**src/pkg/cai_defines.vh**
```
/*
 constants for the per-channel alarm interrupt logic: register offsets,
 field positions, reset values. assumes inclusion by bare name.
*/
`ifndef CAI_DEFINES_VH
`define CAI_DEFINES_VH
`define CAI_OFS_ENABLE 4'h1
`define CAI_OFS_STATUS 4'h2
`define CAI_BIT_DRIVE 0
`define CAI_BIT_SIGNAL 1
`define CAI_BIT_LOCK 2
`define CAI_BIT_FIFO 3
`define CAI_NUM_SRC 4
`define CAI_ENABLE_RESET 4'h0
`define CAI_STATUS_RESET 4'h0
`define CAI_CHAN_PER_BANK 6
`define CAI_BANK_BIT 7
`define CAI_SETTLE_COUNT 2'h3
`endif

```
**src/cai_channel.v**
```verilog
/*
 one channel: edge detection of four alarm levels, sticky status flags
 cleared on read, enable register and channel interrupt request.
 assumes alarm levels already synchronous to ref_clk.
*/
`timescale 1ns/1ps
`include "cai_defines.vh"
module cai_channel
(
  input wire ref_clk,
  input wire rst,
  input wire [3:0] alarm_level,
  input wire enable_write,
  input wire [7:0] write_data,
  input wire status_read,
  output reg [3:0] channel_irq_enable,
  output reg [3:0] channel_irq_status,
  output wire channel_irq
);
  reg [3:0] alarm_prev;
  reg [1:0] settle;
  wire primed;
  wire [3:0] change_event;
  // wait until both sync stages and alarm_prev hold real levels, else a false change fires
  assign primed = (settle == `CAI_SETTLE_COUNT);
  assign change_event = primed ? (alarm_level ^ alarm_prev) : 4'h0;
  genvar i;
  generate
    for (i = 0; i < `CAI_NUM_SRC; i = i + 1)
    begin : g_src
      always @(posedge ref_clk)
      begin
        if (rst)
          channel_irq_status[i] <= 1'b0;
        // both edges, gated by enable; set wins over read clear
        else if (change_event[i] && channel_irq_enable[i])
          channel_irq_status[i] <= 1'b1;
        else if (status_read)
          channel_irq_status[i] <= 1'b0;
      end
    end
  endgenerate
  always @(posedge ref_clk)
  begin
    if (rst)
    begin
      alarm_prev <= 4'h0;
      settle <= 2'h0;
      channel_irq_enable <= `CAI_ENABLE_RESET;
    end
    else
    begin
      alarm_prev <= alarm_level;
      if (!primed)
        settle <= settle + 2'h1;
      if (enable_write)
        channel_irq_enable <= write_data[3:0];
    end
  end
  assign channel_irq = |(channel_irq_status & channel_irq_enable);
endmodule

```
**src/cai_top.v**
```verilog
/*
 twelve-channel alarm change interrupt source logic behind the parallel
 microprocessor port: per-channel enable and clear-on-read status
 registers, two-stage synchronisers for the alarm levels, address decode
 and a registered read-back path.
 register map: the high address nibble selects the row, rows 0-5 are
 channels 0-5 and rows 8-d are channels 6-11; low nibble 1 is the enable
 register and low nibble 2 the status register; all else reads zero.
 an event that meets a status read in the same cycle keeps its flag set.
 clearing an enable drops the request but leaves the flag for software.
 the first three cycles after reset only capture the alarm baseline.
 assumes a synchronous one-cycle read and write strobe from the port
 decoder, and alarm levels from asynchronous sources that hold each
 level for at least three ref_clk cycles.
*/

//
// Contract
// - enabled signal loss declaration raises an interrupt event.
// - enabled signal loss clearing also raises an interrupt event.
// - enable bit 1 gates the signal loss change interrupt.
// - enabled drive monitor rise or fall raises an interrupt event.
// - enable bit 0 gates the drive monitor change interrupt.
// - status holds fifo, lock, signal, drive flags in bits 3..0; 7..4 reserved.
// - enable bit 3 gates fifo limit alarm change events.
// - enable bit 2 gates lock loss change events.
// - flag reads 1 after its event, clears as a side effect of read.
`timescale 1ns/1ps
`include "cai_defines.vh"

module cai_top
#(
  parameter CHANNELS = 12
)
(
  input wire ref_clk,
  input wire rst,
  input wire [7:0] addr,
  input wire read_strobe,
  input wire write_strobe,
  input wire [7:0] write_data,
  output reg [7:0] read_data,
  input wire [CHANNELS-1:0] signal_loss_defect,
  input wire [CHANNELS-1:0] drive_monitor_flag,
  input wire [CHANNELS-1:0] lock_loss_defect,
  input wire [CHANNELS-1:0] fifo_limit_alarm,
  output wire [CHANNELS-1:0] channel_irq
);
  localparam SOURCES = `CAI_NUM_SRC;
  localparam [3:0] BANK_ROWS = `CAI_CHAN_PER_BANK;
  localparam [4:0] BANK_OFFSET = `CAI_CHAN_PER_BANK;

  // alarm pins as one word per source, drive monitor lowest
  wire [SOURCES*CHANNELS-1:0] alarm_raw;
  reg [SOURCES*CHANNELS-1:0] sync_a;
  reg [SOURCES*CHANNELS-1:0] sync_b;

  // address decode
  wire [3:0] row;
  wire [3:0] reg_sel;
  wire bank_hi;
  wire [4:0] row_base;
  wire [4:0] chan_idx;
  wire row_ok;
  wire chan_ok;
  wire sel_enable;
  wire sel_status;

  // per-channel strobes and read-back
  wire [CHANNELS-1:0] chan_hit;
  wire [CHANNELS-1:0] chan_enable_write;
  wire [CHANNELS-1:0] chan_status_read;
  wire [SOURCES*(CHANNELS+1)-1:0] ena_chain;
  wire [SOURCES*(CHANNELS+1)-1:0] sts_chain;
  wire [SOURCES-1:0] ena_pick;
  wire [SOURCES-1:0] sts_pick;
  reg [7:0] next_read_data;

  genvar b;
  genvar c;

  assign alarm_raw = {fifo_limit_alarm, lock_loss_defect,
                      signal_loss_defect, drive_monitor_flag};

  // two stages per bit: the detectors run on their own line clocks
  generate
    for (b = 0; b < SOURCES*CHANNELS; b = b + 1)
    begin : g_sync
      always @(posedge ref_clk)
      begin
        if (rst)
        begin
          sync_a[b] <= 1'b0;
          sync_b[b] <= 1'b0;
        end
        else
        begin
          sync_a[b] <= alarm_raw[b];
          sync_b[b] <= sync_a[b];
        end
      end
    end
  endgenerate

  // channel index from row and bank
  // rows 6 and 7 of each bank map to no channel and read zero
  assign row = addr[7:4];
  assign reg_sel = addr[3:0];
  assign bank_hi = addr[`CAI_BANK_BIT];
  assign row_base = {2'b00, row[2:0]};
  assign row_ok = {1'b0, row[2:0]} < BANK_ROWS;
  assign chan_idx = bank_hi ? row_base + BANK_OFFSET : row_base;
  assign chan_ok = row_ok && (chan_idx < CHANNELS);

  assign sel_enable = reg_sel == `CAI_OFS_ENABLE;
  assign sel_status = reg_sel == `CAI_OFS_STATUS;

  // the chains start empty and pick up the one selected channel
  assign ena_chain[SOURCES-1:0] = {SOURCES{1'b0}};
  assign sts_chain[SOURCES-1:0] = {SOURCES{1'b0}};

  generate
    for (c = 0; c < CHANNELS; c = c + 1)
    begin : g_ch
      wire [SOURCES-1:0] level;
      wire [SOURCES-1:0] chan_ena;
      wire [SOURCES-1:0] chan_sts;

      assign chan_hit[c] = chan_ok && (chan_idx == c);

      // status writes are ignored: its flags only clear on read
      assign chan_enable_write[c] = write_strobe && chan_hit[c] && sel_enable;
      assign chan_status_read[c] = read_strobe && chan_hit[c] && sel_status;

      // an event needs three edges: two sync stages and one compare
      assign level[`CAI_BIT_DRIVE] = sync_b[c];
      assign level[`CAI_BIT_SIGNAL] = sync_b[CHANNELS+c];
      assign level[`CAI_BIT_LOCK] = sync_b[2*CHANNELS+c];
      assign level[`CAI_BIT_FIFO] = sync_b[3*CHANNELS+c];

      cai_channel u_ch
      (
        .ref_clk(ref_clk),
        .rst(rst),
        .alarm_level(level),
        .enable_write(chan_enable_write[c]),
        .write_data(write_data),
        .status_read(chan_status_read[c]),
        .channel_irq_enable(chan_ena),
        .channel_irq_status(chan_sts),
        .channel_irq(channel_irq[c])
      );

      // one-hot select, so an and-or chain stands in for a wide mux
      assign ena_chain[SOURCES*(c+1)+:SOURCES] = ena_chain[SOURCES*c+:SOURCES]
                                                 | (chan_ena & {SOURCES{chan_hit[c]}});
      assign sts_chain[SOURCES*(c+1)+:SOURCES] = sts_chain[SOURCES*c+:SOURCES]
                                                 | (chan_sts & {SOURCES{chan_hit[c]}});
    end
  endgenerate

  assign ena_pick = ena_chain[SOURCES*CHANNELS+:SOURCES];
  assign sts_pick = sts_chain[SOURCES*CHANNELS+:SOURCES];

  // reserved upper bits and unmapped addresses read zero
  always @*
  begin
    next_read_data = 8'h00;
    if (chan_ok)
    begin
      case (reg_sel)
        `CAI_OFS_ENABLE:
        begin
          next_read_data = {4'h0, ena_pick};
        end
        `CAI_OFS_STATUS:
        begin
          next_read_data = {4'h0, sts_pick};
        end
        default:
        begin
          next_read_data = 8'h00;
        end
      endcase
    end
  end

  // a snapshot: the flags clear on the same edge that captures them,
  // so read_data holds the value from before the clear
  always @(posedge ref_clk)
  begin
    if (rst)
    begin
      read_data <= 8'h00;
    end
    else if (read_strobe)
    begin
      read_data <= next_read_data;
    end
  end

endmodule

```
**config.mk**
```make
export PLATFORM = sky130hd
export DESIGN_NAME = cai_top
export DESIGN_NICKNAME = d
export VERILOG_FILES = /design/src/cai_channel.v /design/src/cai_top.v
export VERILOG_INCLUDE_DIRS = /design/src /design/src/pkg
export SDC_FILE = /design/constraint.sdc
export NUM_CORES = 1
export LEC_CHECK = 0
export BUFFER_PORTS_ARGS = -buffer_cell sky130_fd_sc_hd__buf_2
export CORE_MARGIN = 3
export CORE_UTILIZATION = 35
export DETAILED_ROUTE_END_ITERATION = 7
export SLEW_MARGIN = 30
export SYNTH_ARGS = -nofsm -noshare
export SYNTH_HDL_FRONTEND = slang
export SYNTH_SLANG_ARGS = --single-unit
```
**constraint.sdc**
```tcl
create_clock -name ref_clk -period 2.2 [get_ports ref_clk]
set_clock_uncertainty 0.05 [all_clocks]
set_input_delay 0.33 -clock ref_clk [delete_from_list [all_inputs] [get_ports ref_clk]]
set_output_delay 0.33 -clock ref_clk [all_outputs]
set_load 0.005 [all_outputs]
```
# == Yosys cells after proc, flatten, opt, wreduce, memory -nomap -nowiden ==
# Index checks and enable logic that the tools add are counted.
# totals
input_bits,68
output_inout_bits,20
reg_bits,272
elab_cells,536
# classes
eq_ne,25
n_mux,75
n_bitwise,70
n_lt_le_gt_ge,2
n_reduce_logical,170
addsub,13
# op_table
cell,count
4-bit bitwise AND,36
1-bit logical AND,109
2-bit nonzero test,48
4-bit bitwise OR,22
1-bit two-way mux,60
4-bit two-way mux,14
4-bit OR reduction,12
4-bit XOR,12
"2-bit by 1-bit adder with 2-bit output, second input constant",12
"2-bit == test, second input constant",12
"4-bit by 3-bit == test with 1-bit output, second input constant",4
"4-bit == test, second input constant",4
"4-bit by 2-bit == test with 1-bit output, second input constant",3
"4-bit by 1-bit == test with 1-bit output, second input constant",2
4-bit one-hot mux with 2 select lines,1
5-bit zero test,1
"3-bit by 3-bit adder with 4-bit output, second input constant",1
"4-bit less-than comparator, second input constant",1
"3-bit less-than comparator, second input constant",1

# == Logic depth before layout (Yosys ltp) ==
# depth
word_depth,19
ltp_mapped,9
mapped_depth_nobuf,7

# == By module ==
# A second synthesis with hierarchy kept.
# hier_totals
hier_cells,891
area_unflattened_um2,10053.4
# modules_own_cells
module,cells_per_inst,area_each_um2,instances,seq_area_each_um2
cai_channel,46,520.5,12,280.3
cai_top,339,3807.4,1,2001.9

# == Worst setup path before layout ==
# OpenSTA, ideal clock, no wires.
# synth_path
kind,input-to-reg
startpoint,input port addr[5]
endpoint,register g_ch[6].u_ch.channel_irq_enable[0]
setup_time_ps,128
n_path_buf,1
arrival_time_ps,2027
stages,8
slack_ps,-4
required_time_ps,2022
path_cell_list,buf_4 > inv_1 > ha_1 > and4bb_2 > o21ai_0 > nor3b_2 > mux2i_1 > nor2_1
# synth_via
elab_chain_cells,7
# synth_rtl
item,line,text
start: declaration,cai_top.v:38,"input wire [7:0] addr,"
3-bit by 3-bit adder with 4-bit output,cai_top.v:112,assign chan_idx = bank_hi ? row_base + BANK_OFFSET : row_base;
4-bit two-way mux,cai_top.v:112,
4-bit less-than comparator,cai_top.v:113,assign chan_ok = row_ok && (chan_idx < CHANNELS);
1-bit logical AND,cai_top.v:113,
1-bit logical AND *,cai_top.v:129,assign chan_hit[c] = chan_ok && (chan_idx == c);
1-bit logical AND * (2 in a row),cai_top.v:132,assign chan_enable_write[c] = write_strobe && chan_hit[c] && sel_enable;
end signal: assignment,cai_channel.v:49,channel_irq_enable <= `CAI_ENABLE_RESET;
end signal: assignment,cai_channel.v:57,channel_irq_enable <= write_data[3:0];
end: declaration,cai_channel.v:16,"output reg [3:0] channel_irq_enable,"
# Every way passes the cells marked *; elsewhere a longest branch is shown, timed or not.
# A chain may end at the register's enable or synchronous reset.

# == Worst setup path after layout ==
# layout_path
startpoint,input port addr[6]
endpoint,register read_data[0]
# layout_via
elab_chain_cells,19
# layout_rtl
item,line,text
3-bit by 3-bit adder with 4-bit output,cai_top.v:112,
4-bit two-way mux,cai_top.v:112,
4-bit less-than comparator,cai_top.v:113,
1-bit logical AND,cai_top.v:113,
1-bit logical AND,cai_top.v:129,
"4-bit bitwise AND, on equally long branches","cai_top.v:158, cai_top.v:156",
"4-bit bitwise OR, on equally long branches (11 in a row)","cai_top.v:158, cai_top.v:156",
4-bit one-hot mux with 2 select lines,cai_top.v:171,case (reg_sel)
4-bit two-way mux *,cai_top.v:169,if (chan_ok)
end signal: assignment,cai_top.v:198,read_data <= next_read_data;
end: declaration,cai_top.v:42,"output reg [7:0] read_data,"
# Marked as above.

==> run_results.csv <==
group,metric,value,unit
power,comb_power_share,7.7,%
global_routing,grt_start_max_net_pins,155,
floorplanning,die_area,0.0319,sq mm
timing,finalSetupViolations,0,
placement,dp_worst_setup_slack,-0.204,ns
detailed_routing,via_count,7666,
worst_hold_path,hold_path.class,"input pin to flip-flop",
critical_path,worstPathRequired,2.56,ns
timing,fin_setup_tns,0,ns
power,intPower,8.40,mW
detailed_routing,vias_per_cell,4.85,
timing,rsz0062_at_grt,"no",
cts,insertion_delay,0.54,ns
synthesis,seq_area_frac_synth,51.5,%
finish,multi_input_area,0.00461,sq mm
synthesis,synthCells,1037,
floorplanning,die_h,179,microns
floorplanning,core,0.0290,sq mm
global_routing,grt.total_usage,15.7,%
critical_path,rr_startpoint,"g_ch[9].u_ch.channel_irq_status[1]",
cts,cts-root-buf,"clkbuf_16",
detailed_routing,drt-total-wl,25300,microns
timing,slew_viol_final,0,
floorplanning,die_w,179,microns
detailed_routing,first_pass_iters,7,
placement,place_congestion,0.881,
critical_path,arrival,2.27,ns
critical_path,cp_max_fo,6,
floorplanning,num_io_pins,88,
timing,worst_pin_slew,0.813,ns
synthesis,synth_area_leader_cell,"dfxtp_1",
critical_path,crit_path_end_kind,"flip-flop",
critical_path,start_kind,"input pin",
placement,dpl.hpwl,17300,microns
timing,fmax,523,MHz
synthesis,synth_area,0.0104,sq mm
worst_hold_path,hold_end,"g_ch[10].u_ch.channel_irq_enable[0]",
power,pwr-share-seq,47.8,%
synthesis,postSynthAreaPerCell,10.1,sq um
synthesis,synth_area_leaders,"dfxtp_1, nor2b_1, mux2i_1",
power,powerDensity,841,mW/mm^2
detailed_routing,antenna_left,0,
timing,hold_violations,0,
critical_path,r2r_setup_slack,0.35,ns
timing,min_period_over_period,86.9,%
synthesis,async_reset_ff_share,0,%
finish,layout-drive-gt1-share,17.6,%
cts,clkTransAtPathRegs,0.06,ns
cts,numCtsBuffers,28,
placement,dp.cells,1480,
cts,clkSinkCount,268,
finish,layout_common_cells,"dfxtp_1, nor2b_1, nor2_1",
synthesis,yosysWarnings,0,
cts,clk_path_buf_depth,3,
synthesis,synth_edf_count,0,
timing,setup_ws,0.288,ns
finish,synthToLayoutAreaGrowth,23.1,%
cts,htree_levels,1,
detailed_routing,wire_per_inst,16.0,microns
global_routing,grt_antenna_before_repair,0,
finish,seq_area,0.00537,sq mm
power,switching_share,22.2,%
global_routing,globalRouteOverflowTotal,0,
cts,post_cts_buffers,0,
finish,nNetsFinal,1256,
worst_hold_path,whs_path_depth,3,
floorplanning,rows,62,
timing,fin_crit,1.91,ns
power,leakagePower,5.44,nW
power,p_clk_share,44.5,%
critical_path,rr_worst_depth,4,
critical_path,cp-startpoint,"addr[6]",
global_routing,grt_pass1_wl,40000,microns
critical_path,r2r-end,"read_data[1]",
finish,final_common_cell,"dfxtp_1",
finish,stdcell_count,1580,
synthesis,ys.flop_type,"dfxtp_1",
detailed_routing,drt_iter0_drc,584,
synthesis,synth_seq_cells,268,
job,maxCapViolations,0,
floorplanning,initial_core_util,35.9,%
finish,n_fill_cell,2845,
detailed_routing,drc,0,
timing,max-slew-margin-rel,45.5,%
outcome,status,"completed",
cts,cts_tree,"yes",
synthesis,synth_cell_types,57,
power,peakVddDrop,0.505,mV
global_routing,grt_pass1_vias,7303,
power,p_switching,2.39,mW
synthesis,netlist.area_leader.share,51.5,%
placement,io_buffers,79,
critical_path,path_class,"input pin to flip-flop",
worst_hold_path,min_from,"write_data[0]",
## state kept, by name, summed over array words and instances, names as in the netlist
register / count
g_ch.u_ch.alarm_prev: 48
g_ch.level: 48
g_ch.u_ch.channel_irq_enable: 48
g_ch.u_ch.settle: 24
g_ch.u_ch.channel_irq_status: 48
read_data: 4
sync_a: 48
## logic make-up (layout without fill, tap and decap cells)
kind of cell / after synthesis / after routing / synth area share [%]
flip-flops: 268 / 268 / 51.5
AO/OA/AOI/OAI: 146 / 146 / 10.4
multiplexers: 66 / 66 / 7.02
buffers and inverters: 90 / 245 / 4.45
AND/OR/NAND/NOR: 392 / 392 / 19.9
other: 1 / 5 / 0.0360
XOR/XNOR: 60 / 60 / 5.04
adder cells (fa/ha/maj): 14 / 14 / 1.68
## synthesized netlist by cell type, drive strengths merged (2+ instances only)
| library cell | number |
|---|---|
| and3b | 3 |
| or3b | 3 |
| buf | 31 |
| a22o | 2 |
| nor4bb | 2 |
| and4 | 2 |
| and4b | 3 |
| a222oi | 2 |
| a31oi | 4 |
| and4bb | 2 |
| nor3b | 3 |
| and3 | 6 |
| a21oi | 24 |
| nand3 | 39 |
| a221o | 2 |
| mux2 | 7 |
| or3 | 2 |
| clkbuf | 54 |
| dfxtp | 268 |
| inv | 4 |
| nor2b | 150 |
| mux4 | 5 |
| nand2 | 44 |
| xor2 | 60 |
| o21a | 2 |
| ha | 14 |
| nand4 | 3 |
| nor2 | 115 |
| o21ai | 10 |
| a32oi | 50 |
| nor3 | 6 |
| o22ai | 6 |
| a22oi | 28 |
| nand3b | 2 |
| a211oi | 2 |
| mux2i | 54 |
| nor4 | 3 |
| o211ai | 7 |
## how the worst max path moves through the flow
stage / slack (ns) / depth (start not counted) / to
floorplan: 0.02 / 8 / g_ch[6].u_ch.channel_irq_enable[0]
global placement: -0.31 / 6 / g_ch[2].u_ch.channel_irq_status[0]
detailed placement: -0.20 / 9 / read_data[0]
CTS: 0.35 / 4 / read_data[1]
global route: 0.18 / 9 / read_data[0]
finish: 0.29 / 9 / read_data[0]
## metal layers
layer	up-vias	part of all wire [%]	global-route usage, %
met5	-	0	0
met4	0	2.2	4.58
met3	42	5.2	2.38
met2	192	45	24.8
met1	3585	47	22.3
li1	3847	-	-
## critical path, stage by stage
cell	delay [ns]
buf_2	0.12
inv_1	0.06
ha_1	0.41
and4bb_2	0.28
o21ai_0	0.25
o22ai_1	0.18
nor4_1	0.39
buf_4	0.18
o211ai_1	0.07
## per-stage QoR
stage               hold slack [ns]  utilization, %  power (mW)  cell area [sq um]
global placement              0.372            39.2        6.00              11400
CTS                           0.140            44.2        10.9              12800
global route                  0.171            44.2        11.2              12800
finish                        0.165            44.2        10.8              12800
floorplan                     0.364               -        5.78              10400
detailed placement            0.374            39.2        6.03              11400
## area by class of cell
cell class | instances | area share, %
multi-input combinational | 682 | 35.9
sequential | 268 | 41.8
clock inverter | 10 | 0.819
tap | 384 | 3.74
inverter | 5 | 0.146
clock buffer | 41 | 6.71
timing repair buffer | 189 | 10.8
antenna | 1 | 0.0195
## timing repair
item / 4_1_cts / 5_1_grt
resized for setup: 0 / 0
hold endpoints to repair: 48 / 0
hold buffers: 48 / 0
## power by group through the flow
stage | clock network (mW) | registers [mW] | logic [mW]
final | 4.80 | 5.16 | 0.826
after CTS | 4.93 | 5.16 | 0.833
after global placement | 0 | 5.26 | 0.744
after detailed placement | 0 | 5.27 | 0.762
after floorplan | 0 | 5.25 | 0.529
after global routing | 5.11 | 5.18 | 0.933
Power figures use the tool's default switching activity.
